**src/verilog/dms_defs.svh**
```systemverilog
/*
 register offsets, field positions, reset values and constants of the debug memory service port
 assumes: included by bare name from modules
*/
`ifndef DMS_DEFS_SVH
`define DMS_DEFS_SVH

// register byte offsets
`define DMS_OFF_CTRL      8'h00
`define DMS_OFF_STAT      8'h04
`define DMS_OFF_SCLR      8'h08
`define DMS_OFF_PTR       8'h0c
`define DMS_OFF_SIZE      8'h10
`define DMS_OFF_DATA      8'h14
`define DMS_OFF_REV       8'h28
`define DMS_OFF_CID       8'hf0
`define DMS_OFF_CIDX      8'hf4
`define DMS_OFF_APID      8'hfc

// control bits
`define DMS_CTRL_EN       0
`define DMS_CTRL_DIS      1
`define DMS_CTRL_CRC      2
`define DMS_CTRL_UPR      3
`define DMS_CTRL_ERASE    4

// status bits
`define DMS_ST_DONE       0
`define DMS_ST_HOLD       1
`define DMS_ST_BUS_ERROR_FLAG       2
`define DMS_ST_FAIL       3
`define DMS_ST_LOCK       4
`define DMS_ST_EN         8
`define DMS_ST_PROT       9
`define DMS_ST_DBGP       10
`define DMS_ST_STATE_LO   24

// reset values and constants
`define DMS_RST_WORD      32'h0000_0000
`define DMS_CRC_POLY      32'hedb8_8320
`define DMS_PROT_PTR      32'h0000_0000
`define DMS_PROT_SIZE     32'h0004_0000
`define DMS_PROT_SEED     32'hffff_ffff
`define DMS_PAGE_MASK     32'h0000_01fc

`endif

```
**src/verilog/dms_pkg.sv**
```systemverilog
/*
 types of the debug memory service port
 assumes: dms_defs.svh on the include path
*/
package dms_pkg;

   // operation state field codes
   typedef enum logic [2:0] {
      DMS_IDLE  = 3'b000,
      DMS_ERASE = 3'b001,
      DMS_CRC   = 3'b010,
      DMS_UPR   = 3'b011
   } dms_state_t;

   // access port register request
   typedef struct packed {
      logic        valid;
      logic        write;
      logic [7:0]  addr;
      logic [31:0] wdata;
   } dms_req_t;

   // system bus read request and answer
   typedef struct packed {
      logic        valid;
      logic [31:0] addr;
   } dms_mreq_t;

   typedef struct packed {
      logic        valid;
      logic        err;
      logic [31:0] rdata;
   } dms_mrsp_t;

endpackage : dms_pkg

```
**src/verilog/dms_crc_step.sv**
```systemverilog
/*
 one 32-bit word folded into a reflected crc32, bit serial unrolled
 assumes: purely combinational, used by the service port
*/
`timescale 1ns/1ps
`default_nettype none
`include "dms_defs.svh"
module dms_crc_step
   import dms_pkg::*;
(
   // running value and new word
   input  wire logic [31:0] crcIn,
   input  wire logic [31:0] word,
   // folded value
   output logic [31:0]      crcOut
);
   logic [31:0] c [0:32];
   assign c[0] = crcIn ^ word;
   genvar i;
   generate
      for (i = 0; i < 32; i++) begin : g_bit
         assign c[i+1] = c[i][0] ? ((c[i] >> 1) ^ `DMS_CRC_POLY) : (c[i] >> 1);
      end
   endgenerate
   assign crcOut = c[32];
endmodule : dms_crc_step
`default_nettype wire

```
**src/verilog/dms_reg_read.sv**
```systemverilog
/*
 read data multiplexer of the service port, with protection refusals
 assumes: combinational, fed from registers of the core
*/
`timescale 1ns/1ps
`default_nettype none
`include "dms_defs.svh"
module dms_reg_read
   import dms_pkg::*;
#(
   parameter logic [31:0] REV_VAL  = 32'h0000_0100,
   parameter logic [31:0] CID_VAL  = 32'h1234_5678,
   parameter logic [31:0] CIDX_VAL = 32'h0000_0000,
   parameter logic [31:0] APID_VAL = 32'h0055_0000
)
(
   // request
   input  wire logic [7:0]  addr,
   input  wire logic        prot,
   input  wire logic        busy,
   // sources
   input  wire logic [31:0] statWord,
   input  wire logic [31:0] ptrWord,
   input  wire logic [31:0] sizeWord,
   input  wire logic [31:0] dataWord,
   // result
   output logic [31:0]      rdata,
   output logic             refused
);
   always_comb begin
      rdata   = `DMS_RST_WORD;
      refused = 1'b0;
      unique case (addr)
         `DMS_OFF_STAT: rdata = statWord;
         `DMS_OFF_PTR: begin
            refused = prot && busy;
            rdata   = refused ? `DMS_RST_WORD : ptrWord;
         end
         `DMS_OFF_SIZE: begin
            refused = prot;
            rdata   = prot ? `DMS_RST_WORD : sizeWord;
         end
         `DMS_OFF_DATA: begin
            refused = prot && busy;
            rdata   = refused ? `DMS_RST_WORD : dataWord;
         end
         `DMS_OFF_REV:  rdata = REV_VAL;
         `DMS_OFF_CID:  rdata = CID_VAL;
         `DMS_OFF_CIDX: rdata = CIDX_VAL;
         `DMS_OFF_APID: rdata = APID_VAL;
         default:       rdata = `DMS_RST_WORD;
      endcase
   end
endmodule : dms_reg_read
`default_nettype wire

```
**src/verilog/dms_service_port.sv**
```systemverilog
/*
 debug memory service port: chip erase, core reset hold, user page read, crc32 over memory
 assumes: access port requests synchronous to mclk, one per cycle; system bus and flash
 controller answer with one-cycle pulses
*/
`timescale 1ns/1ps
`default_nettype none
`include "dms_defs.svh"
module dms_service_port
   import dms_pkg::*;
#(
   parameter logic [31:0] REV_VAL  = 32'h0000_0100,
   parameter logic [31:0] CID_VAL  = 32'h1234_5678,
   parameter logic [31:0] CIDX_VAL = 32'h0000_0000,
   parameter logic [31:0] APID_VAL = 32'h0055_0000,
   parameter logic [31:0] UP_BASE  = 32'h0080_0000
)
(
   // clock and reset
   input  wire logic        mclk,
   input  wire logic        rst,
   input  wire logic        ce,
   // access port register bus
   input  wire dms_req_t    apReq,
   output logic [31:0]      apRdata,
   output logic             apRvalid,
   // system state
   input  wire logic        protIn,
   input  wire logic        dbgPresent,
   input  wire logic        holdReq,
   input  wire logic        extResetActive,
   // core reset hold to power manager
   output logic             coreHold,
   // erase sequence to memory controllers
   output logic [1:0]       eraseStep,
   output logic             eraseStart,
   input  wire logic        eraseAck,
   input  wire logic        eraseFail,
   output logic             protClear,
   // user page and crc reads over the system bus
   output dms_mreq_t        memReq,
   input  wire dms_mrsp_t   memRsp
);
   dms_state_t  state_reg;
   logic        en_reg;
   logic        done_reg;
   logic        hold_reg;
   logic        bus_error_flag_reg;
   logic        fail_reg;
   logic        lock_reg;
   logic [31:0] ptr_reg;
   logic [31:0] size_reg;
   logic [31:0] data_reg;
   logic        wait_reg;
   logic [31:0] crcNext;
   logic [31:0] rdMux;
   logic        rdRefused;
   logic        wrCtrl;
   logic        wrSclr;
   logic        idle;
   logic        opDone;
   logic        disCmd;
   logic [31:0] statWord;

   assign wrCtrl = ce && apReq.valid && apReq.write && apReq.addr == `DMS_OFF_CTRL;
   assign disCmd = wrCtrl && apReq.wdata[`DMS_CTRL_DIS];
   assign wrSclr = ce && en_reg && apReq.valid && apReq.write && apReq.addr == `DMS_OFF_SCLR;
   assign idle   = state_reg == DMS_IDLE;

   // operation finish pulse
   always_comb begin
      opDone = 1'b0;
      unique case (state_reg)
         DMS_IDLE:  opDone = 1'b0;
         DMS_ERASE: opDone = eraseAck && eraseStep == 2'd2;
         DMS_CRC:   opDone = memRsp.valid && (size_reg <= 32'd4 || memRsp.err);
         DMS_UPR:   opDone = memRsp.valid;
         default:   opDone = 1'b0;
      endcase
   end

   // enable bit, disable wins and clears
   always_ff @(posedge mclk or posedge rst) begin
      if (rst) begin
         en_reg <= 1'b0;
      end else if (ce) begin
         if (disCmd)
            en_reg <= 1'b0;
         else if (wrCtrl && apReq.wdata[`DMS_CTRL_EN])
            en_reg <= 1'b1;
      end
   end

   // operation sequencing
   always_ff @(posedge mclk or posedge rst) begin
      if (rst) begin
         state_reg <= DMS_IDLE;
         wait_reg  <= 1'b0;
         eraseStep <= 2'd0;
      end else if (ce) begin
         if (disCmd) begin
            state_reg <= DMS_IDLE;
            wait_reg  <= 1'b0;
            eraseStep <= 2'd0;
         end else if (idle && en_reg && wrCtrl) begin
            wait_reg <= 1'b0;
            if (apReq.wdata[`DMS_CTRL_ERASE]) begin
               state_reg <= DMS_ERASE;
               eraseStep <= 2'd0;
            end else if (apReq.wdata[`DMS_CTRL_CRC]) begin
               state_reg <= DMS_CRC;
            end else if (apReq.wdata[`DMS_CTRL_UPR]) begin
               state_reg <= DMS_UPR;
            end
         end else if (opDone) begin
            state_reg <= DMS_IDLE;
            wait_reg  <= 1'b0;
            eraseStep <= 2'd0;
         end else if (state_reg == DMS_ERASE) begin
            if (eraseAck) begin
               eraseStep <= eraseStep + 2'd1;
               wait_reg  <= 1'b0;
            end else begin
               wait_reg <= 1'b1;
            end
         end else if (state_reg != DMS_IDLE) begin
            if (memRsp.valid)
               wait_reg <= 1'b0;
            else
               wait_reg <= 1'b1;
         end
      end
   end

   assign eraseStart = state_reg == DMS_ERASE && !wait_reg;
   assign protClear  = state_reg == DMS_ERASE && eraseStep == 2'd2 && eraseAck;

   // bus read issue
   always_comb begin
      memReq = '0;
      if (!wait_reg && (state_reg == DMS_CRC || state_reg == DMS_UPR)) begin
         memReq.valid = 1'b1;
         memReq.addr = state_reg == DMS_UPR ? (UP_BASE | (ptr_reg & `DMS_PAGE_MASK)) : ptr_reg;
      end
   end

   dms_crc_step u_crc (
      .crcIn  (data_reg),
      .word   (memRsp.rdata),
      .crcOut (crcNext)
   );

   // pointer, size and data registers
   always_ff @(posedge mclk or posedge rst) begin
      if (rst) begin
         ptr_reg  <= `DMS_RST_WORD;
         size_reg <= `DMS_RST_WORD;
         data_reg <= `DMS_RST_WORD;
      end else if (ce) begin
         if (disCmd) begin
            ptr_reg  <= `DMS_RST_WORD;
            size_reg <= `DMS_RST_WORD;
            data_reg <= `DMS_RST_WORD;
         end else if (idle && en_reg && wrCtrl && protIn && apReq.wdata[`DMS_CTRL_CRC]
                      && !apReq.wdata[`DMS_CTRL_ERASE]) begin
            ptr_reg  <= `DMS_PROT_PTR;
            size_reg <= `DMS_PROT_SIZE;
            data_reg <= `DMS_PROT_SEED;
         end else if (state_reg == DMS_UPR && memRsp.valid) begin
            data_reg <= memRsp.rdata;
            ptr_reg  <= ptr_reg + 32'd4;
         end else if (state_reg == DMS_CRC && memRsp.valid && !memRsp.err) begin
            data_reg <= crcNext;
            ptr_reg  <= ptr_reg + 32'd4;
            size_reg <= size_reg - 32'd4;
         end else if (idle && en_reg && apReq.valid && apReq.write) begin
            if (apReq.addr == `DMS_OFF_PTR)
               ptr_reg <= {apReq.wdata[31:2], 2'b00};
            if (apReq.addr == `DMS_OFF_SIZE && !protIn)
               size_reg <= {apReq.wdata[31:2], 2'b00};
            if (apReq.addr == `DMS_OFF_DATA)
               data_reg <= apReq.wdata;
         end
      end
   end

   // sticky flags, set wins over clear
   always_ff @(posedge mclk or posedge rst) begin
      if (rst) begin
         done_reg <= 1'b0;
         bus_error_flag_reg <= 1'b0;
         fail_reg <= 1'b0;
         lock_reg <= 1'b0;
      end else if (ce) begin
         if (disCmd) begin
            done_reg <= 1'b0;
            bus_error_flag_reg <= 1'b0;
            fail_reg <= 1'b0;
            lock_reg <= 1'b0;
         end else begin
            if (opDone)
               done_reg <= 1'b1;
            else if (wrSclr && apReq.wdata[`DMS_ST_DONE])
               done_reg <= 1'b0;
            if (state_reg != DMS_IDLE && state_reg != DMS_ERASE && memRsp.valid && memRsp.err)
               bus_error_flag_reg <= 1'b1;
            else if (wrSclr && apReq.wdata[`DMS_ST_BUS_ERROR_FLAG])
               bus_error_flag_reg <= 1'b0;
            if (state_reg == DMS_ERASE && eraseAck && eraseFail)
               fail_reg <= 1'b1;
            else if (wrSclr && apReq.wdata[`DMS_ST_FAIL])
               fail_reg <= 1'b0;
            if (en_reg && protIn && apReq.valid && ce && (rdRefused && !apReq.write
                || apReq.write && apReq.addr == `DMS_OFF_SIZE))
               lock_reg <= 1'b1;
            else if (wrSclr && apReq.wdata[`DMS_ST_LOCK])
               lock_reg <= 1'b0;
         end
      end
   end

   // core reset hold, not cleared by disable
   always_ff @(posedge mclk or posedge rst) begin
      if (rst) begin
         hold_reg <= 1'b0;
      end else if (ce) begin
         if (extResetActive)
            hold_reg <= 1'b0;
         else if (holdReq)
            hold_reg <= 1'b1;
         else if (wrSclr && apReq.wdata[`DMS_ST_HOLD] && !protIn)
            hold_reg <= 1'b0;
      end
   end
   assign coreHold = hold_reg;

   always_comb begin
      statWord = `DMS_RST_WORD;
      statWord[`DMS_ST_DONE] = done_reg;
      statWord[`DMS_ST_HOLD] = hold_reg;
      statWord[`DMS_ST_BUS_ERROR_FLAG] = bus_error_flag_reg;
      statWord[`DMS_ST_FAIL] = fail_reg;
      statWord[`DMS_ST_LOCK] = lock_reg;
      statWord[`DMS_ST_EN]   = en_reg;
      statWord[`DMS_ST_PROT] = protIn;
      statWord[`DMS_ST_DBGP] = dbgPresent;
      statWord[`DMS_ST_STATE_LO +: 3] = state_reg;
   end

   dms_reg_read #(
      .REV_VAL  (REV_VAL),
      .CID_VAL  (CID_VAL),
      .CIDX_VAL (CIDX_VAL),
      .APID_VAL (APID_VAL)
   ) u_read (
      .addr     (apReq.addr),
      .prot     (protIn),
      .busy     (!idle),
      .statWord (statWord),
      .ptrWord  (ptr_reg),
      .sizeWord (size_reg),
      .dataWord (data_reg),
      .rdata    (rdMux),
      .refused  (rdRefused)
   );

   always_ff @(posedge mclk or posedge rst) begin
      if (rst) begin
         apRdata  <= `DMS_RST_WORD;
         apRvalid <= 1'b0;
      end else if (ce) begin
         apRvalid <= apReq.valid && !apReq.write;
         apRdata  <= (en_reg && apReq.valid && !apReq.write) ? rdMux : `DMS_RST_WORD;
      end
   end
endmodule : dms_service_port
`default_nettype wire

```
**config.mk**
```make
export PLATFORM = sky130hd
export DESIGN_NAME = dms_service_port
export DESIGN_NICKNAME = d
export VERILOG_FILES = /design/src/verilog/dms_pkg.sv /design/src/verilog/dms_crc_step.sv /design/src/verilog/dms_reg_read.sv /design/src/verilog/dms_service_port.sv
export VERILOG_INCLUDE_DIRS = /design/src /design/src/verilog
export SDC_FILE = /design/constraint.sdc
export NUM_CORES = 1
export LEC_CHECK = 0
export BUFFER_PORTS_ARGS = -buffer_cell sky130_fd_sc_hd__buf_2
export CELL_PAD_IN_SITES_DETAIL_PLACEMENT = 0
export CELL_PAD_IN_SITES_GLOBAL_PLACEMENT = 1
export CORE_MARGIN = 10
export CORE_UTILIZATION = 40
export DETAILED_ROUTE_END_ITERATION = 6
export PLACE_DENSITY_LB_ADDON = 0.05
export SLEW_MARGIN = 5
export SYNTH_ARGS = -nofsm -noshare
export SYNTH_HDL_FRONTEND = slang
export SYNTH_SLANG_ARGS = --single-unit
```
**constraint.sdc**
```tcl
create_clock -name mclk -period 5.5 [get_ports mclk]
set_input_delay 0.55 -clock mclk [delete_from_list [all_inputs] [get_ports mclk]]
set_output_delay 0.55 -clock mclk [all_outputs]
set_load 0.05 [all_outputs]
```
==> impl_metrics.py, run 1 <==
metrics = {
    "synthesis": {
        "syn-cell-area_um2": 11500,
        "seq_area_frac_synth": 0.297,
        "synth_edf_count": 0,
        "synth-seq-cells": 136,
        "yosysTopAreaCell": "dfrtp_1",
        "syn_inst": 1314,
        "ys_types": 64,
        "async_flop_share": 1.00,
        "yosys_most_used_dff": "dfrtp_1",
        "yosysWarnings": 0,
        "yosys-top-cells-area": "dfrtp_1 (30%), xnor2_1 (12%), xnor3_1 (7.5%), o21ai_0 (6.6%), a21oi_1 (4.6%)",
        "yosys-top-cells-count": "xnor2_1 (158), o21ai_0 (150), dfrtp_1 (136)",
        "yosysTopAreaCellShare": 0.297,
        "syn_area_per_cell_um2": 8.72,
        "post-synth-top-count-cell": "xnor2_1",
    },
    "critical_path": {
        "cp_slowest_stage_delay_ps": 610,
        "slowest_stage": "xnor3_1",
        "startpoint_type": "register",
        "cp.required_ps": 5820,
        "reg2reg_slack_ps": 1130,
        "cp_top_family": "XOR/XNOR gates",
        "r2r_cells": 10,
        "r2r-start": "data_reg[0]$_DFFE_PP0P_",
        "reg2reg_to": "data_reg[19]$_DFFE_PP0P_",
        "crit_arrival_ps": 4690,
        "setup.worst_path.end_class": "register",
        "cp_max_fo": 5,
        "path_cells": "xor2_1, xnor3_1, xnor3_4, xnor2_2, xnor3_1, xnor2_2, xnor2_2, xnor3_1, o221ai_1, nand2_1",
        "worst-setup-path-type": "reg2reg",
        "path_buf_inv": 0,
    },
    "global_route": {
        "grt_pass1_wl_mm": 70.8,
        "overflow": 0,
        "antenna_found_initial": 2,
        "grt_pass1_vias": 10530,
        "grt_max_degree": 82,
        "track_usage": 0.262,
    },
    "pwr": {
        "ir_drop_mv": 1.18,
        "fin_total_pwr_mw": 7.21,
        "p_leak_nw": 5.83,
        "power.density_nw_per_um2": 547,
    },
    "finish": {
        "nets": 1508,
        "syn_to_final_growth_pct": 15.0,
        "fin_util": 0.470,
        "layout-drive-gt1-share": 0.177,
        "final.fill_count": 2853,
        "stdcell_count": 1811,
        "seq_area_um2": 3400,
        "multiInputGateArea_um2": 7590,
        "stdcell_area_um2": 13200,
    },
    "timing": {
        "skew_ps": 25.3,
        "finalCritPeriodShare": 0.794,
        "max_freq_mhz": 229,
        "slew_headroom": 0.174,
        "hold-worst-slack_ps": 267,
        "rsz0062_at_grt": "no",
        "hold_violations": 0,
        "fin_setup_tns_ps": 0,
        "tightestPinTransition_ps": 1240,
        "fin_ws_ps": 1130,
        "fin_crit_ps": 4370,
        "setup_viol": 0,
        "slew_violations": 0,
    },
    "placement": {
        "io_buffers": 153,
        "dp_hpwl_mm": 36.5,
        "place.gp.congestion": 0.969,
        "post-place-cells": 1778,
        "placedInstanceArea_um2": 12600,
        "dpl_worst_slack_ps": 983,
    },
    "route": {
        "ant_nets": 0,
        "drtIter0Drc": 1214,
        "drt-total-wl_mm": 48.0,
        "firstDrtPassIters": 5,
        "drc_errors": 0,
        "num_vias": 10839,
        "vias_per_cell": 5.99,
        "wl_per_cell_um": 26.5,
    },
    "cts": {
        "htree_levels": 4,
        "clkLatencyLatePin_ps": 440,
        "post_cts_buffers": 0,
        "cts_buffer_depth": 2,
        "cts_tree": "built",
        "cts_made_buffers": 17,
        "clkTransAtPathRegs_ps": 70,
        "cts_num_sinks": 136,
        "cts-root-buf": "clkbuf_16",
        "cts_hold_buf": 0,
        "ctsResizeCount": 0,
    },
    "die": {
        "pin_count": 156,
        "initial_utilization": 0.409,
        "dieArea_um2": 35800,
        "row_count": 61,
        "die_x_um": 189,
        "core_area_um2": 28000,
        "dieHeight_um": 189,
    },
    "outcome": {
        "status": "complete, no violations",
    },
    "min_path": {
        "hold_class": "in2async",
    },
    "flow_run": {
        "drv_cap": 0,
    },
}
[worst max path at each step]
stage                                 start                       end  slack, ps  cells past startpoint
floorplan                               rst    apRdata[0]$_DFFE_PP0P_       1310                      1
global placement                  memRsp[6]  data_reg[19]$_DFFE_PP0P_        980                     11
detailed placement                memRsp[2]  data_reg[27]$_DFFE_PP0P_        980                     11
CTS                 data_reg[2]$_DFFE_PP0P_  data_reg[27]$_DFFE_PP0P_       1170                     10
global route        data_reg[4]$_DFFE_PP0P_  data_reg[27]$_DFFE_PP0P_        930                     10
finish              data_reg[0]$_DFFE_PP0P_  data_reg[19]$_DFFE_PP0P_       1130                     10
[worst reg2reg max path, delay by kind of cell, from the launching register on]
kind	cells	cell delay [ps]
XOR/XNOR	8	3550
flip-flops	1	480
AO/OA/AOI/OAI	1	170
AND/OR/NAND/NOR	1	80
[where the power goes]
group / switching [mW] / internal, mW
registers: 0.00694 / 1.00
logic: 2.60 / 2.42
clock network: 0.535 / 0.645
[cell families after synthesis]
kind of cell    synth area share
compound gates             0.235
buf+inv                   0.0457
simple gates               0.149
flops                      0.297
other cells             0.000327
fa+ha+maj                0.00437
xor+xnor                   0.267
mux                      0.00175
[metal layers]
metal | track usage | share of wire | vias up
li1 | - | - | 4941
met2 | 0.402 | 0.45 | 455
met1 | 0.358 | 0.44 | 5365
met3 | 0.0527 | 0.073 | 76
met4 | 0.0919 | 0.033 | 2
met5 | 0 | 0.00027 | -
[layout make-up]
cell class,instances,share of cell area
Timing Repair Buffer,178,0.0724
Multi-Input combinational cell,1042,0.576
Clock buffer,18,0.0326
Inverter,44,0.0129
Tap cell,378,0.0359
Antenna cell,1,0.000190
Clock inverter,14,0.0119
Sequential cell,136,0.258
[cell usage in the layout, fill, tap and decap left out, types with 4 or more instances in the layout]
| cell | netlist | layout |
|---|---|---|
| or3_1 | 5 | 5 |
| xnor2_1 | 158 | 158 |
| dfrtp_1 | 136 | 136 |
| o31ai_1 | 7 | 5 |
| or2_2 | 5 | 5 |
| a221o_1 | 15 | 15 |
| nand3_1 | 19 | 18 |
| a32oi_1 | 7 | 7 |
| and2_1 | 35 | 35 |
| a221oi_1 | 17 | 17 |
| xnor3_1 | 38 | 38 |
| a31oi_1 | 6 | 6 |
| buf_4 | 2 | 25 |
| xnor3_2 | 8 | 8 |
| nand2b_1 | 4 | 4 |
| o21ai_1 | 4 | 4 |
| xor2_2 | 4 | 4 |
| a22o_1 | 32 | 32 |
| nor4_1 | 13 | 13 |
| nor2_1 | 102 | 100 |
| nor3_1 | 56 | 54 |
| a211oi_1 | 8 | 8 |
| ha_1 | 4 | 4 |
| and3b_1 | 4 | 4 |
| and3_1 | 22 | 22 |
| buf_2 | 1 | 153 |
| nand2_1 | 60 | 60 |
| nand4_1 | 8 | 8 |
| a21oi_1 | 105 | 105 |
| o22ai_1 | 33 | 33 |
| xnor2_2 | 10 | 10 |
| o21ai_0 | 150 | 149 |
| inv_6 | 0 | 6 |
| nor3b_1 | 5 | 5 |
| nor2b_1 | 5 | 5 |
| clkbuf_16 | 0 | 17 |
| inv_1 | 44 | 43 |
| xor2_1 | 31 | 31 |
| a22oi_1 | 20 | 20 |
(Power assumes the default switching activity.)
==> run 2: changes to the inputs <==
==> constraint.sdc (replaced) <==
create_clock -name mclk -period 4.1 [get_ports mclk]
set_input_delay 0.41 -clock mclk [delete_from_list [all_inputs] [get_ports mclk]]
set_output_delay 0.41 -clock mclk [all_outputs]
set_load 0.05 [all_outputs]
==> impl_metrics.py, run 2 (synthesis gave the netlist of run 1 again) <==
metrics = {
    "global_route": {
        "grt_pass1_wl_mm": 72.8,
        "grt_max_degree": 89,
        "grt_pass1_vias": 10826,
        "overflow": 0,
        "antenna_found_initial": 1,
        "track_usage": 0.269,
    },
    "finish": {
        "nets": 1570,
        "stdcell_count": 1872,
        "diodes": 0,
        "final_common_cell": "xnor2_1",
        "final.fill_count": 2806,
        "mostFrequentLayoutCells": "xnor2_1 (158), buf_2 (153), o21ai_0 (149), dfrtp_1 (136), a21oi_1 (105)",
        "syn_to_final_growth_pct": 19.1,
        "layout-drive-gt1-share": 0.212,
    },
    "placement": {
        "dpl_worst_slack_ps": 185,
        "dp_hpwl_mm": 37.3,
        "post-place-cells": 1840,
        "io_buffers": 153,
        "place.gp.congestion": 0.977,
    },
    "timing": {
        "rsz0062_at_grt": "no",
        "finalCritPeriodShare": 0.947,
        "fin_ws_ps": 215,
        "setup_viol": 0,
        "fin_setup_tns_ps": 0,
        "max_freq_mhz": 257,
        "fin_crit_ps": 3880,
        "slew_violations": 0,
        "tightestPinTransition_ps": 1080,
        "skew_ps": 18.1,
        "hold_violations": 0,
        "slew_headroom": 0.275,
    },
    "critical_path": {
        "cp_max_fo": 5,
        "startpoint_type": "register",
        "critPathLaunch": "data_reg[3]$_DFFE_PP0P_",
        "crit_arrival_ps": 4200,
        "cp-endpoint": "data_reg[30]$_DFFE_PP0P_",
        "cp.required_ps": 4410,
        "r2r_cells": 9,
        "r2r-start": "data_reg[3]$_DFFE_PP0P_",
        "reg2reg_slack_ps": 220,
        "worst-setup-path-type": "reg2reg",
        "reg2reg_to": "data_reg[30]$_DFFE_PP0P_",
        "setup.worst_path.end_class": "register",
    },
    "cts": {
        "cts_made_buffers": 17,
        "clkTransAtPathRegs_ps": 70,
        "cts_tree": "built",
        "post_cts_buffers": 0,
        "cts_num_sinks": 136,
        "htree_levels": 4,
        "cts-root-buf": "clkbuf_16",
        "cts_hold_buf": 0,
        "clkLatencyLatePin_ps": 440,
        "ctsResizeCount": 0,
        "cts_buffer_depth": 2,
    },
    "pwr": {
        "p_leak_nw": 6.14,
        "fin_total_pwr_mw": 10.2,
        "ir_drop_mv": 0.873,
        "power.density_nw_per_um2": 744,
    },
    "die": {
        "dieArea_um2": 35800,
        "row_count": 61,
        "die_x_um": 189,
        "initial_utilization": 0.409,
        "dieHeight_um": 189,
        "pin_count": 156,
        "core_area_um2": 28000,
    },
    "route": {
        "num_vias": 11075,
        "vias_per_cell": 5.92,
        "wl_per_cell_um": 26.2,
        "drtIter0Drc": 1283,
        "ant_nets": 0,
        "drc_errors": 0,
        "drt-total-wl_mm": 49.0,
        "firstDrtPassIters": 6,
    },
    "flow_run": {
        "drv_cap": 0,
    },
    "outcome": {
        "status": "complete, no violations",
    },
    "min_path": {
        "hold_class": "in2async",
    },
}
[run 2: cell count changes in the layout (fill, tap and decap cells not counted), sizes merged]
| cell | delta |
|---|---|
| inv | +1 |
| buf | +62 |
| diode | -1 |
| clkinv | -1 |
[run 2: routing by layer]
metal	global-route usage	wire length [um]	up-vias
met2	0.414	22100	541
met3	0.0678	4390	68
li1	-	-	5066
met5	0	0	-
met1	0.362	21100	5400
met4	0.0830	1370	0
[run 2: power by group]
group          switching, mW  internal [mW]  total, mW
clock network          0.732          0.883       1.61
logic                   3.42           3.76       7.18
registers             0.0101           1.35       1.36
total                   4.16           5.99       10.2
[run 2: per-stage QoR]
stage | utilization | area (um2) | hold slack, ps
3_5_place_dp | 0.466 | 13100 | 516
2_1_floorplan | - | 11500 | 480
6_report | 0.487 | 13600 | 125
5_1_grt | 0.487 | 13600 | 190
4_1_cts | 0.487 | 13600 | 195
3_3_place_gp | 0.466 | 13100 | 507
[run 2: layout make-up]
type / instances / area, um2 / area share
Tap cell: 378 / 473 / 0.0347
Inverter: 44 / 170 / 0.0125
Clock inverter: 14 / 154 / 0.0113
Sequential cell: 136 / 3400 / 0.249
Clock buffer: 18 / 439 / 0.0322
Multi-Input combinational cell: 1042 / 7590 / 0.556
Timing Repair Buffer: 240 / 1420 / 0.104
[run 2: how the worst min path moves through the flow]
stage,endpoint,start,slack [ps]
after floorplan,fail_reg$_DFFE_PP0P_,fail_reg$_DFFE_PP0P_,480
after global placement,apRvalid$_DFFE_PP0P_,apRvalid$_DFFE_PP0P_,510
after detailed placement,apRdata[4]$_DFFE_PP0P_,apRdata[4]$_DFFE_PP0P_,520
after CTS,size_reg[27]$_DFFE_PP0P_,rst,190
after global routing,apRdata[23]$_DFFE_PP0P_,rst,190
final,size_reg[27]$_DFFE_PP0P_,rst,130
[run 2: worst max-delay path: stages (launching register included)]
cell,delay (ps)
dfrtp_1,520
xor2_2,240
xnor3_2,550
xnor3_4,480
xnor3_1,420
xnor3_1,550
xor2_2,360
xnor2_1,270
a21oi_1,120
a221o_1,270
==> run 3: changes to the inputs <==
--- a/config.mk
+++ b/config.mk
@@ -6,11 +6,12 @@
 export SDC_FILE = /design/constraint.sdc
 export NUM_CORES = 1
 export LEC_CHECK = 0
+export ABC_AREA = 1
 export BUFFER_PORTS_ARGS = -buffer_cell sky130_fd_sc_hd__buf_2
 export CELL_PAD_IN_SITES_DETAIL_PLACEMENT = 0
 export CELL_PAD_IN_SITES_GLOBAL_PLACEMENT = 1
 export CORE_MARGIN = 10
-export CORE_UTILIZATION = 40
+export CORE_UTILIZATION = 33
 export DETAILED_ROUTE_END_ITERATION = 6
 export PLACE_DENSITY_LB_ADDON = 0.05
 export SLEW_MARGIN = 5
==> impl_metrics.py, run 3 <==
metrics = {
    "timing": {
        "max_freq_mhz": 262,
        "slew_headroom": 0.305,
        "fin_crit_ps": 3810,
        "skew_ps": 8.87,
        "tightestPinTransition_ps": 1040,
        "hold_violations": 0,
        "finalCritPeriodShare": 0.929,
        "setup_viol": 0,
        "slew_violations": 0,
    },
    "global_route": {
        "grt_pass1_wl_mm": 100,
        "overflow": 0,
        "grt_pass1_vias": 15094,
        "grt_max_degree": 72,
        "track_usage": 0.269,
        "antenna_found_initial": 0,
    },
    "cts": {
        "clkLatencyLatePin_ps": 450,
        "cts_hold_buf": 0,
        "cts_made_buffers": 17,
        "clkTransAtPathRegs_ps": 70,
        "htree_levels": 4,
        "cts_tree": "built",
        "post_cts_buffers": 0,
        "cts_buffer_depth": 2,
        "cts_num_sinks": 136,
        "ctsResizeCount": 0,
        "cts-root-buf": "clkbuf_16",
    },
    "route": {
        "wl_met3_mm": 3.15,
        "maxUsedRoutingLayer": "met4",
        "firstDrtPassIters": 6,
        "drtIter0Drc": 1310,
        "ant_nets": 0,
        "drc_errors": 0,
        "num_vias": 15318,
        "wl_met1_mm": 28.4,
        "wl_met2_mm": 33.2,
        "vias_per_cell": 5.32,
        "drt-total-wl_mm": 68.4,
        "wl_per_cell_um": 23.8,
    },
    "outcome": {
        "status": "complete, no violations",
    },
    "synthesis": {
        "yosysWarnings": 0,
        "syn_inst": 2190,
        "synth-xor-area-share": 0.0966,
        "syn-cell-area_um2": 13400,
        "seq_area_frac_synth": 0.254,
        "synth-seq-cells": 136,
        "yosys-top-cells-area": "dfrtp_1 (25%), nand2_1 (22%), nand3_1 (6.8%), xor2_1 (6.6%), inv_1 (5.8%)",
        "yosysTopAreaCellShare": 0.254,
        "synthAdderAreaFrac": 0.00373,
        "yosys_most_used_dff": "dfrtp_1",
        "synthSimpleGateAreaFrac": 0.420,
        "yosys-top-cells-count": "nand2_1 (786), inv_1 (207), nand3_1 (182)",
        "yosysTopAreaCell": "dfrtp_1",
        "synth_top_family_by_area": "simple AND/OR/NAND/NOR gates",
        "async_flop_share": 1.00,
        "ys_types": 56,
        "synth_edf_count": 0,
        "synthMuxAreaShare": 0,
        "synth_compound_area_frac": 0.139,
        "post-synth-top-count-cell": "nand2_1",
        "syn_area_per_cell_um2": 6.12,
    },
    "flow_run": {
        "drv_cap": 0,
    },
    "pwr": {
        "fin_total_pwr_mw": 6.09,
        "p_leak_nw": 8.26,
        "clkPwrFrac": 0.259,
        "p_seq_frac": 0.229,
        "p_comb_frac": 0.512,
        "sw_frac_of_total": 0.479,
        "power.density_nw_per_um2": 393,
        "intPower_mw": 3.17,
        "p_sw_mw": 2.91,
        "ir_drop_mv": 0.187,
    },
    "critical_path": {
        "worst-setup-path-type": "reg2reg",
        "slowest_stage": "dfrtp_1",
        "path_buf_inv": 3,
        "cp_slowest_stage_delay_ps": 540,
        "r2r_cells": 25,
        "crit_arrival_ps": 4150,
        "cp-endpoint": "data_reg[5]$_DFFE_PP0P_",
        "crit_top_cell": "nand2_1",
        "reg2reg_to": "data_reg[5]$_DFFE_PP0P_",
        "r2r-start": "data_reg[1]$_DFFE_PP0P_",
        "cp.required_ps": 4440,
        "cp_top_family": "simple AND/OR/NAND/NOR gates",
        "startpoint_type": "register",
        "reg2reg_slack_ps": 290,
        "critPathLaunch": "data_reg[1]$_DFFE_PP0P_",
        "path_depth": 25,
        "cp_max_fo": 8,
        "setup.worst_path.end_class": "register",
    },
    "finish": {
        "stdcell_count": 2878,
        "syn_to_final_growth_pct": 15.6,
        "final.fill_count": 4420,
        "mostFrequentLayoutCells": "nand2_1 (783), inv_1 (205), nand3_1 (182), nor2_1 (165), buf_2 (153)",
        "nets": 2429,
        "layout-drive-gt1-share": 0.157,
        "diodes": 0,
        "final_common_cell": "nand2_1",
    },
    "die": {
        "initial_utilization": 0.336,
        "dieHeight_um": 222,
        "row_count": 73,
        "dieArea_um2": 49100,
        "pin_count": 156,
        "core_area_um2": 39900,
        "die_x_um": 222,
    },
    "placement": {
        "place.gp.congestion": 0.959,
        "dp_hpwl_mm": 56.1,
        "post-place-cells": 2846,
        "io_buffers": 153,
    },
    "min_path": {
        "hold_class": "in2async",
    },
}
-- run 3: changes by cell type after synthesis, moves of 35 or more --
cell,before,now
and2_1,35,0
xor2_1,31,101
xnor3_1,38,1
nand3_1,19,182
nand2_1,60,786
nand2_2,0,61
xnor2_1,158,33
inv_1,44,207
nor3_1,56,20
nor2_1,102,169
a21oi_1,105,47
-- run 3: worst min-delay path by stage --
stage | from | end | slack, ps | cells past startpoint
after floorplan | size_reg[16]$_DFFE_PP0P_ | size_reg[16]$_DFFE_PP0P_ | 470 | 2
after global placement | apRdata[7]$_DFFE_PP0P_ | apRdata[7]$_DFFE_PP0P_ | 470 | 2
after detailed placement | apRdata[0]$_DFFE_PP0P_ | apRdata[0]$_DFFE_PP0P_ | 470 | 2
after CTS | rst | coreHold$_DFFE_PP0P_ | 110 | 2
after global routing | rst | apRdata[0]$_DFFE_PP0P_ | 130 | 2
final | rst | coreHold$_DFFE_PP0P_ | 80 | 2
-- run 3: layout make-up --
| type | count | area [um2] | share of cell area |
|---|---|---|---|
| sequential | 136 | 3400 | 0.220 |
| clock inverter | 14 | 136 | 0.00880 |
| timing repair buffer | 192 | 1070 | 0.0691 |
| multi-input combinational | 1757 | 8890 | 0.574 |
| tap | 525 | 657 | 0.0424 |
| clock buffer | 18 | 439 | 0.0283 |
| inverter | 236 | 893 | 0.0577 |
-- run 3: power by group through the flow --
stage                     Sequential [mW]  Clock [mW]  Combinational, mW
after floorplan                      1.42           0               2.14
after global placement               1.42           0               3.11
after detailed placement             1.42           0               3.09
after CTS                            1.39        1.59               3.11
after global routing                 1.39        1.65               3.43
final                                1.39        1.58               3.12
-- run 3: through the flow --
step	area, um2	hold WS (ps)	TNS, ps	setup slack [ps]	util
global route	15500	125	-6.72	-6.72	0.388
floorplan	13400	468	0	50.5	-
global placement	14900	468	-7.53	-7.53	0.373
detailed placement	14900	472	0	1.92	0.373
finish	15500	82.9	0	290	0.388
CTS	15500	115	0	11.2	0.388
-- run 3: metal layers --
layer	GRT usage	vias to the layer above
met4	0.137	0
met3	0.0370	124
met1	0.320	7287
met2	0.463	522
li1	-	7385
met5	0	-
-- run 3: logic make-up after synthesis --
family | count (synthesis)
AO/OA/AOI/OAI | 314
XOR/XNOR | 139
adder cells (fa/ha/maj) | 4
buffers and inverters | 298
flip-flops | 136
other | 1
AND/OR/NAND/NOR | 1298
